**config.mk**
```make
export PLATFORM = sky130hd
export DESIGN_NAME = dac_core_mode_and_clock_trim
export DESIGN_NICKNAME = d
export VERILOG_FILES = /design/src/dac_core_pkg.sv /design/src/dac_core_mode_and_clock_trim.sv
export SDC_FILE = /design/constraint.sdc
export NUM_CORES = 1
export LEC_CHECK = 0
export BUFFER_PORTS_ARGS = -buffer_cell sky130_fd_sc_hd__buf_4
export CAP_MARGIN = 0
export CORE_ASPECT_RATIO = 0.8
export CORE_MARGIN = 2
export CORE_UTILIZATION = 45
export CTS_CLUSTER_DIAMETER = 60
export CTS_CLUSTER_SIZE = 40
export DETAILED_ROUTE_END_ITERATION = 10
export GPL_ROUTABILITY_DRIVEN = 0
export PLACE_DENSITY = 0.72
export RECOVER_POWER = 25
export SYNTH_ARGS = -nofsm -noshare
export SYNTH_HDL_FRONTEND = slang
export SYNTH_SLANG_ARGS = --single-unit
export TNS_END_PERCENT = 1
```
**constraint.sdc**
```tcl
create_clock -name i_clk_sys -period 6.8 [get_ports i_clk_sys]
set_input_delay 0.68 -clock i_clk_sys [delete_from_list [all_inputs] [get_ports i_clk_sys]]
set_output_delay 0.68 -clock i_clk_sys [all_outputs]
set_load 0.01 [all_outputs]
```
**src/dac_core_pkg.sv**
```systemverilog
package dac_core_pkg;

    // ----------------------------------------------------------------
    // Register map (serial configuration addresses)
    // ----------------------------------------------------------------
    localparam int ADDR_W = 15;
    localparam logic [ADDR_W-1:0] ADDR_PHASE_SKEW = 15'h007F;
    localparam logic [ADDR_W-1:0] ADDR_DUTY_TRIM = 15'h0082;
    localparam logic [ADDR_W-1:0] ADDR_CLK_CTRL_MID = 15'h0083;
    localparam logic [ADDR_W-1:0] ADDR_CLK_CTRL_LAST = 15'h0084;
    localparam logic [ADDR_W-1:0] ADDR_SHUFFLE = 15'h0151;
    localparam logic [ADDR_W-1:0] ADDR_MODE = 15'h0152;
    localparam logic [7:0] REG_RESET = 8'h00;
    localparam logic [7:0] READ_ZERO = 8'h00;

    // ----------------------------------------------------------------
    // Field positions
    // ----------------------------------------------------------------
    localparam int DUTY_CORR_BIT = 7;
    localparam int DUTY_OFFS_EN_BIT = 6;
    localparam int DUTY_SIGN_BIT = 4;
    localparam int SKEW_SIGN_BIT = 5;
    localparam int SHUF_EN_BIT = 2;

    // ----------------------------------------------------------------
    // Serial frame counts
    // ----------------------------------------------------------------
    localparam logic [3:0] INSTR_LAST = 4'hF;
    localparam logic [3:0] DATA_LAST = 4'h7;
    localparam int SAMPLE_W = 16;
    localparam int LFSR_W = 16;

    typedef enum logic [1:0] {
        MODE_NRZ = 2'b00,
        MODE_CHOP = 2'b01,
        MODE_ZERO_ON_FALLING = 2'b10,
        MODE_SPARE = 2'b11
    } core_mode_t;

    typedef enum logic [1:0] {
        SPI_IDLE = 2'b00,
        SPI_INSTR = 2'b01,
        SPI_DATA = 2'b10,
        SPI_DONE = 2'b11
    } spi_state_t;

    typedef struct packed {
        logic sclk;
        logic csb_n;
        logic sdi;
    } spi_pins_t;

    typedef struct packed {
        logic [SAMPLE_W-1:0] rise;
        logic [SAMPLE_W-1:0] fall;
    } core_drive_t;

    typedef struct packed {
        logic duty_corr_en;
        logic duty_offs_en;
        logic duty_offs_neg;
        logic [3:0] duty_offs_mag;
        logic [4:0] cap_pos;
        logic [4:0] cap_neg;
    } clk_trim_t;

    typedef struct packed {
        spi_pins_t pin_s1;
        spi_pins_t pin_s2;
        logic sclk_d;
        spi_state_t spi_st;
        logic [3:0] bit_cnt;
        logic [15:0] shift;
        logic rd;
        logic [ADDR_W-1:0] addr;
        logic [7:0] out_sh;
        logic sdo;
        logic sdo_oe;
        logic [7:0] skew_reg;
        logic [7:0] duty_reg;
        logic [7:0] shuf_reg;
        logic [7:0] mode_reg;
        core_drive_t drive;
        clk_trim_t trim;
        logic shuf_en;
        logic [LFSR_W-1:0] lfsr;
    } state_t;

endpackage

```
**src/dac_core_mode_and_clock_trim.sv**
```systemverilog
// How it works
// - Each switch pair updates on one edge only
// - Zero mode: sample rising, zero falling
// - Chop mode: falling gets complemented sample
// - Baseband: same sample on both edges
// - Mode field at 0x152 bits 1:0
// - Doubler feeds new sample each edge in baseband
// - Duty trim 0x082: enables and offset word
// - Duty offset is sign and magnitude
// - Phase skew 0x07F steers capacitance per sign
// - Bit 2 of 0x151 enables shuffling
// - Shuffling touches only MSB segments
// - Clock controls occupy 0x082 through 0x084
`timescale 1ns/1ps
`default_nettype none

module dac_core_mode_and_clock_trim #(
    parameter int SHUF_W = 4
) (
    input wire logic i_clk_sys,
    input wire logic i_reset_n,
    input wire dac_core_pkg::spi_pins_t i_spi,
    output logic o_spi_sdo,
    output logic o_spi_sdo_oe,
    input wire logic [dac_core_pkg::SAMPLE_W-1:0] i_sample_a,
    input wire logic [dac_core_pkg::SAMPLE_W-1:0] i_sample_b,
    input wire logic i_half_band_en,
    output dac_core_pkg::core_drive_t o_drive,
    output dac_core_pkg::clk_trim_t o_clk_trim,
    output logic o_shuffle_en,
    output logic [SHUF_W-1:0] o_shuffle_sel
);
    import dac_core_pkg::*;

    state_t st_r;
    state_t st_nxt;
    logic rst_meta_r;
    logic rst_n_r;
    logic sclk_rise;
    logic sclk_fall;
    logic wr_fire;
    logic [7:0] wdata;
    logic [ADDR_W-1:0] addr_in;
    core_mode_t mode;

    // ----------------------------------------------------------------
    // Helpers
    // ----------------------------------------------------------------
    // Unlisted code maps to baseband
    function automatic core_mode_t decode_mode(input logic [1:0] code);
        case (code)
            2'b01: decode_mode = MODE_CHOP;
            2'b10: decode_mode = MODE_ZERO_ON_FALLING;
            default: decode_mode = MODE_NRZ;
        endcase
    endfunction

    // Magnitude routed to one side by its sign bit
    function automatic logic [4:0] side_mag(input logic neg, input logic want_neg,
                                            input logic [4:0] mag);
        side_mag = (neg == want_neg) ? mag : 5'h00;
    endfunction

    function automatic logic [7:0] reg_read(input logic [ADDR_W-1:0] a, input state_t s);
        case (a)
            ADDR_PHASE_SKEW: reg_read = s.skew_reg;
            ADDR_DUTY_TRIM: reg_read = s.duty_reg;
            ADDR_CLK_CTRL_MID: reg_read = READ_ZERO;
            ADDR_CLK_CTRL_LAST: reg_read = READ_ZERO;
            ADDR_SHUFFLE: reg_read = s.shuf_reg;
            ADDR_MODE: reg_read = s.mode_reg;
            default: reg_read = READ_ZERO;
        endcase
    endfunction

    // ----------------------------------------------------------------
    // Reset release
    // ----------------------------------------------------------------
    always_ff @(posedge i_clk_sys or negedge i_reset_n) begin
        if (!i_reset_n) begin
            rst_meta_r <= 1'b0;
            rst_n_r <= 1'b0;
        end else begin
            rst_meta_r <= 1'b1;
            rst_n_r <= rst_meta_r;
        end
    end

    // ----------------------------------------------------------------
    // Next state
    // ----------------------------------------------------------------
    always_comb begin
        st_nxt = st_r;
        st_nxt.pin_s1 = i_spi;
        st_nxt.pin_s2 = st_r.pin_s1;
        st_nxt.sclk_d = st_r.pin_s2.sclk;
        sclk_rise = st_r.pin_s2.sclk & ~st_r.sclk_d;
        sclk_fall = ~st_r.pin_s2.sclk & st_r.sclk_d;
        addr_in = {st_r.shift[13:0], st_r.pin_s2.sdi};
        wdata = {st_r.shift[6:0], st_r.pin_s2.sdi};
        wr_fire = 1'b0;

        // Serial slave: 16-bit instruction, then one data byte
        if (st_r.pin_s2.csb_n) begin
            st_nxt.spi_st = SPI_IDLE;
            st_nxt.bit_cnt = 4'h0;
            st_nxt.sdo_oe = 1'b0;
            st_nxt.sdo = 1'b0;
        end else begin
            case (st_r.spi_st)
                SPI_IDLE: begin
                    st_nxt.spi_st = SPI_INSTR;
                    st_nxt.bit_cnt = 4'h0;
                end
                SPI_INSTR: begin
                    if (sclk_rise) begin
                        st_nxt.shift = {st_r.shift[14:0], st_r.pin_s2.sdi};
                        st_nxt.bit_cnt = st_r.bit_cnt + 4'h1;
                        if (st_r.bit_cnt == INSTR_LAST) begin
                            st_nxt.rd = st_r.shift[14];
                            st_nxt.addr = addr_in;
                            st_nxt.out_sh = reg_read(addr_in, st_r);
                            st_nxt.bit_cnt = 4'h0;
                            st_nxt.spi_st = SPI_DATA;
                        end
                    end
                end
                SPI_DATA: begin
                    if (sclk_fall && st_r.rd) begin
                        st_nxt.sdo = st_r.out_sh[7];
                        st_nxt.sdo_oe = 1'b1;
                        st_nxt.out_sh = {st_r.out_sh[6:0], 1'b0};
                    end
                    if (sclk_rise) begin
                        st_nxt.shift = {st_r.shift[14:0], st_r.pin_s2.sdi};
                        st_nxt.bit_cnt = st_r.bit_cnt + 4'h1;
                        if (st_r.bit_cnt == DATA_LAST) begin
                            wr_fire = ~st_r.rd;
                            st_nxt.spi_st = SPI_DONE;
                        end
                    end
                end
                SPI_DONE: begin
                    if (sclk_fall) begin
                        st_nxt.sdo_oe = 1'b0;
                    end
                end
                default: st_nxt.spi_st = SPI_IDLE;
            endcase
        end

        // Register writes; unmapped addresses are ignored
        if (wr_fire) begin
            case (st_r.addr)
                ADDR_PHASE_SKEW: st_nxt.skew_reg = wdata;
                ADDR_DUTY_TRIM: st_nxt.duty_reg = wdata;
                ADDR_SHUFFLE: st_nxt.shuf_reg = wdata;
                ADDR_MODE: st_nxt.mode_reg = wdata;
                default: ;
            endcase
        end

        // ------------------------------------------------------------
        // Core sample presentation
        // ------------------------------------------------------------
        mode = decode_mode(st_r.mode_reg[1:0]);
        // pair A rising, pair B falling
        st_nxt.drive.rise = i_sample_a;
        case (mode)
            MODE_ZERO_ON_FALLING: st_nxt.drive.fall = '0;
            MODE_CHOP: st_nxt.drive.fall = ~i_sample_a;
            default: begin
                st_nxt.drive.fall = i_half_band_en ? i_sample_b : i_sample_a;
            end
        endcase

        // ------------------------------------------------------------
        // Clock trims
        // ------------------------------------------------------------
        st_nxt.trim.duty_corr_en = st_r.duty_reg[DUTY_CORR_BIT];
        st_nxt.trim.duty_offs_en = st_r.duty_reg[DUTY_OFFS_EN_BIT];
        st_nxt.trim.duty_offs_neg = st_r.duty_reg[DUTY_SIGN_BIT];
        st_nxt.trim.duty_offs_mag = st_r.duty_reg[3:0];
        st_nxt.trim.cap_pos = side_mag(st_r.skew_reg[SKEW_SIGN_BIT], 1'b0, st_r.skew_reg[4:0]);
        st_nxt.trim.cap_neg = side_mag(st_r.skew_reg[SKEW_SIGN_BIT], 1'b1, st_r.skew_reg[4:0]);

        // ------------------------------------------------------------
        // Shuffle selector for the MSB segments
        // ------------------------------------------------------------
        // enable bit
        st_nxt.shuf_en = st_r.shuf_reg[SHUF_EN_BIT];
        if (st_r.shuf_reg[SHUF_EN_BIT]) begin
            st_nxt.lfsr = {st_r.lfsr[LFSR_W-2:0],
                           ~(st_r.lfsr[15] ^ st_r.lfsr[14] ^ st_r.lfsr[12] ^ st_r.lfsr[3])};
        end else begin
            st_nxt.lfsr = '0;
        end
    end

    always_ff @(posedge i_clk_sys or negedge rst_n_r) begin
        if (!rst_n_r) begin
            st_r <= '0;
            st_r.pin_s1.csb_n <= 1'b1;
            st_r.pin_s2.csb_n <= 1'b1;
            st_r.skew_reg <= REG_RESET;
            st_r.duty_reg <= REG_RESET;
            st_r.shuf_reg <= REG_RESET;
            st_r.mode_reg <= REG_RESET;
        end else begin
            st_r <= st_nxt;
        end
    end

    assign o_spi_sdo = st_r.sdo;
    assign o_spi_sdo_oe = st_r.sdo_oe;
    assign o_drive = st_r.drive;
    assign o_clk_trim = st_r.trim;
    assign o_shuffle_en = st_r.shuf_en;
    assign o_shuffle_sel = st_r.lfsr[SHUF_W-1:0];
endmodule

`default_nettype wire

```
; ---- After elaboration in Yosys (flattened, before gate mapping)
; Cells that the tools add are included.
[word_totals]
output_inout_bits = 56
regBits = 154
word_cells = 113
inputBits = 38
[op_classes]
muxes = 25
n_bitwise = 11
n_reduce_logical = 18
add_sub_neg = 1
eq_ne = 27
[op_table]
columns = operator, n
row1 = equality test 15 x 9 -> 1 bit (second input constant), 4
row2 = two-way mux 46 bit, 1
row3 = two-way mux 16 bit, 2
row4 = one-hot mux 16 bit (2 select lines), 1
row5 = one-hot mux 8 bit (4 select lines), 1
row6 = equality test 15 x 7 -> 1 bit (second input constant), 2
row7 = equality test 15 x 8 -> 1 bit (second input constant), 2
row8 = one-hot mux 15 bit (2 select lines), 1
row9 = two-way mux 24 bit, 1
row10 = two-way mux 22 bit, 1
row11 = inequality test 3 bit (second input constant), 6
row12 = one-hot mux 6 bit (3 select lines), 1
row13 = inverter 16 bit, 1
row14 = one-hot mux 8 bit (2 select lines), 1
row15 = two-way mux 6 bit, 2
row16 = two-way mux 10 bit, 1
row17 = two-way mux 5 bit, 2
row18 = AND reduction 2 bit, 5
row19 = AND reduction 5 bit, 2
row20 = equality test 2 bit (second input constant), 4
row21 = inequality test 2 bit (second input constant), 4
row22 = AND reduction 4 bit, 2
row23 = equality test 2 x 1 -> 1 bit (second input constant), 3
row24 = two-way mux 1 bit, 6
row25 = other kinds (15), 26

; ---- Logic depth before layout (Yosys ltp)
[depth]
depth_word = 6
depth_mapped = 9
mapped_depth_nobuf = 7

; ---- Worst setup path before layout
; OpenSTA, ideal clock, no wires.
[synth_path]
kind = register to register
start = reg st_r[144] in the netlist's numbering
end = reg st_r[90] in the netlist's numbering
setup_time_ns = 0.125
slack_ns = 4.472
arrival_ns = 2.203
n_path_buf = 2
path_stages_with_launch = 10
synth_period_minus_slack_ns = 2.328
required_time_ns = 6.675
path_cell_list = dfrtp_1 > inv_1 > ha_1 > clkbuf_1 > nand3b_1 > nor4_2 > nand3_1 > or3_1 > buf_6 > mux2_4
[synth_via]
elab_chain_cells = 4
[synth_lines]
columns = element, line_no
row1 = from (decl), dac_core_mode_and_clock_trim.sv:35  ; state_t st_r;
row2 = from (signal assigned), dac_core_mode_and_clock_trim.sv:210  ; st_r <= st_nxt;
row3 = equality test 2 bit, dac_core_mode_and_clock_trim.sv:110  ; case (st_r.spi_st)
row4 = two-way mux 1 bit, dac_core_mode_and_clock_trim.sv:110
row5 = two-way mux 1 bit, dac_core_mode_and_clock_trim.sv:104  ; if (st_r.pin_s2.csb_n) begin
row6 = AND reduction 2 bit (no source line), --
; No other way between the ends.
; A chain may end at the register's enable or synchronous reset.

==> run metrics <==
Final nets 598; Max Fclk 304 MHz; WL/cell 17.1 um; largest net degree at the start of global routing 85; commonest non-fill, non-tap cell in the layout dfrtp_1; CP Launch Type flip-flop; Die Ht 113 um; Tightest Pin Transition 2.66 ns; Worst slew margin -77.3%; total number of vias 4,035; final hold vios 0; CTS Buffer Depth 2; min-delay worst type in2async; internal power 1.60 mW; unrepaired setup endpoints after global routing no; Worst Path Max Fanout 84; register bit total from synthesis 154; R2R Path Start rst_n_r$_DFF_PN0_; Reg2Reg Capture Point addr_in[2]$_DFFE_PN0P_; Cell Pwr Density 268 mW/mm^2; Worst Skew 0.0101 ns; CP arrival 3.68 ns; GRT overflow 0; DRT Pass-1 Iters 4; 1st-iter DRT viols 282; area grow syn2layout 14.4%; Crit Path Class reg2async; syn_area_per_cell 12.8 sq um; Worst IR Drop VDD 195 uV; DP Wirelength 8720 um; CTS Hold Buffers Added 0; Die ar. 0.0159 sq mm; post-synth cell types 54; Die X 141 um; setup slack, reg-to-reg 3.51 ns; commonest non-fill, non-tap cells in the layout dfrtp_1, buf_4, mux2_2, nor2_1, nand2_1; family with the most delay on the worst path flip-flops; critical-path cell list buf_4; CTS HTree Levels 4; Comb pwr share 5.4%; Critical Path RT 7.19 ns; antenna viol nets, final 0; initial core utilization 46.5%; CTS tree built; Root Driver clkbuf_16; first-pass GRT wire length 21,300 um; CP max stage cell dfrtp_1; Core ar. 0.0144 sq mm; R2R depth 1; DRC Markers 0; Tcrit/Tclk final 48.4%; I/O Pins 94; Async S/R FF share, synth 100%; FP Rows 39; register share of total power 46.7%; EDFF count, synth 0; clock power share 47.9%; failing checks max-capacitance violations, max-slew violations; Buf/Inv on CP 1; Worst-Skew Late Latency 0.42 ns; setup violators final 0; Ys Warns 0; Period minus WS final 3.29 ns; Vias/cell 5.37; main flop type after synthesis dfrtp_1; slack of the critical path 3.51 ns; register area share after synthesis 57.4%; CTS clk-pin slew, worst paths 0.06 ns; CP peak stage delay 2.14 ns; CP Capture Type async pin; dpl ws 3.92 ns; # diodes 0; Post-CTS Setup Repair Bufs 0; ratio of cells with drive above 1 in the final layout 30.9%; clk sinks 154; Total Wirelength 12,800 um; gr usage total 17.2%; Slew Viols, Final 70; post-CTS resize count 0; syn_nets 568; I/O Buffers 93; cell count after synthesis 524; LEAKAGE 3.73 nW; Post-Route Setup TNS 0 ns; initial antenna violation count 0; Cell Area, Synth 0.00672 sq mm; max_cap viols 1; CTS buffer count 17; status finished, violations left; Net Sw Power 0.457 mW; sw frac 22.2%; vias in the first global route 4,134
==> synth_stat cells (3+ instances only) <==
cell type	number	area (sq um)
mux2_4	8	120
ha_1	6	75.1
nor3_1	3	15.0
nand2_1	20	75.1
inv_1	12	45.0
a21oi_1	5	25.0
nand3b_1	5	37.5
mux2i_1	8	80.1
mux2_2	45	507
mux2_1	12	135
clkbuf_1	19	71.3
nor2b_1	7	43.8
o21ai_0	6	30.0
buf_2	6	30.0
nor2_1	28	105
a21o_1	6	45.0
a22oi_1	15	113
or3_1	5	31.3
a32o_1	15	150
a22o_1	17	149
buf_4	54	405
dfrtp_1	152	3800
nand3_1	4	20.0
and2_1	21	131
nor4_4	5	106
==> cell families (layout without fill, tap and decap cells) <==
kind of cell | count (synthesis) | count (layout) | synth area share (%)
compound gates | 73 | 73 | 8.76
xor+xnor | 3 | 3 | 0.391
fa+ha+maj | 6 | 6 | 1.12
buf+inv | 96 | 139 | 8.76
flops | 154 | 154 | 57.4
mux | 73 | 73 | 12.5
other cells | 1 | 1 | 0.0558
simple gates | 118 | 118 | 11.0
==> layout make-up <==
cell class              count  area [sq um]
clock buffers              20           467
multi-input cells         274          2270
fillers                  1259          6760
clock inverters            12           163
flip-flops and latches    154          3860
well taps                 184           230
repair buffers             95           649
inverters                  12          45.0
==> worst max-delay path by stage <==
stage	from	to	slack [ns]	cells past startpoint
final	rst_n_r$_DFF_PN0_	addr_in[2]$_DFFE_PN0P_	3.51	1
after global routing	rst_n_r$_DFF_PN0_	addr_in[2]$_DFFE_PN0P_	2.81	1
after detailed placement	st_r[144]$_DFFE_PN0P_	st_r[97]$_DFFE_PN0P_	3.92	7
after floorplan	rst_n_r$_DFF_PN0_	addr_in[0]$_DFF_PN0_	2.19	0
after global placement	st_r[144]$_DFFE_PN0P_	st_r[93]$_DFFE_PN0P_	4.04	7
after CTS	st_r[144]$_DFFE_PN0P_	st_r[90]$_DFFE_PN0P_	3.90	7
==> power by group through the flow <==
| stage | logic (mW) | clock network (mW) | registers [mW] |
|---|---|---|---|
| floorplan | 0.0840 | 0 | 0.970 |
| global placement | 0.112 | 0 | 0.975 |
| detailed placement | 0.116 | 0 | 0.977 |
| CTS | 0.116 | 1.01 | 0.960 |
| global route | 0.121 | 1.05 | 0.962 |
| finish | 0.111 | 0.986 | 0.959 |
==> metrics by stage <==
step	instances	cell area (sq um)	power (mW)	utilization [%]	hold WS, ns
after CTS	751	7750	2.08	53.7	0.0201
final	751	7680	2.06	53.2	0.0439
after global routing	751	7680	2.13	53.2	0.0207
after floorplan	524	6720	1.05	-	0.331
after global placement	719	7120	1.09	49.3	0.334
after detailed placement	719	7120	1.09	49.3	0.335
==> registers in the layout (all words and copies together), names as in the netlist <==
register / count
o_drive: 32
o_shuffle_en: 1
o_spi_sdo: 1
o_clk_trim: 17
o_shuffle_sel: 4
o_spi_sdo_oe: 1
st_r: 69
st_nxt: 12
rst_meta_r: 1
addr_in: 15
rst_n_r: 1
==> routing by layer <==
| layer | vias to the layer above | global-route usage (%) | wire length [um] |
|---|---|---|---|
| li1 | 1857 | - | - |
| met1 | 2080 | 23.5 | 6000 |
| met2 | 90 | 26.4 | 6220 |
| met3 | 8 | 5.46 | 526 |
| met4 | 0 | 5.27 | 95 |
| met5 | - | 0 | 0 |
(Power assumes the default switching activity.)
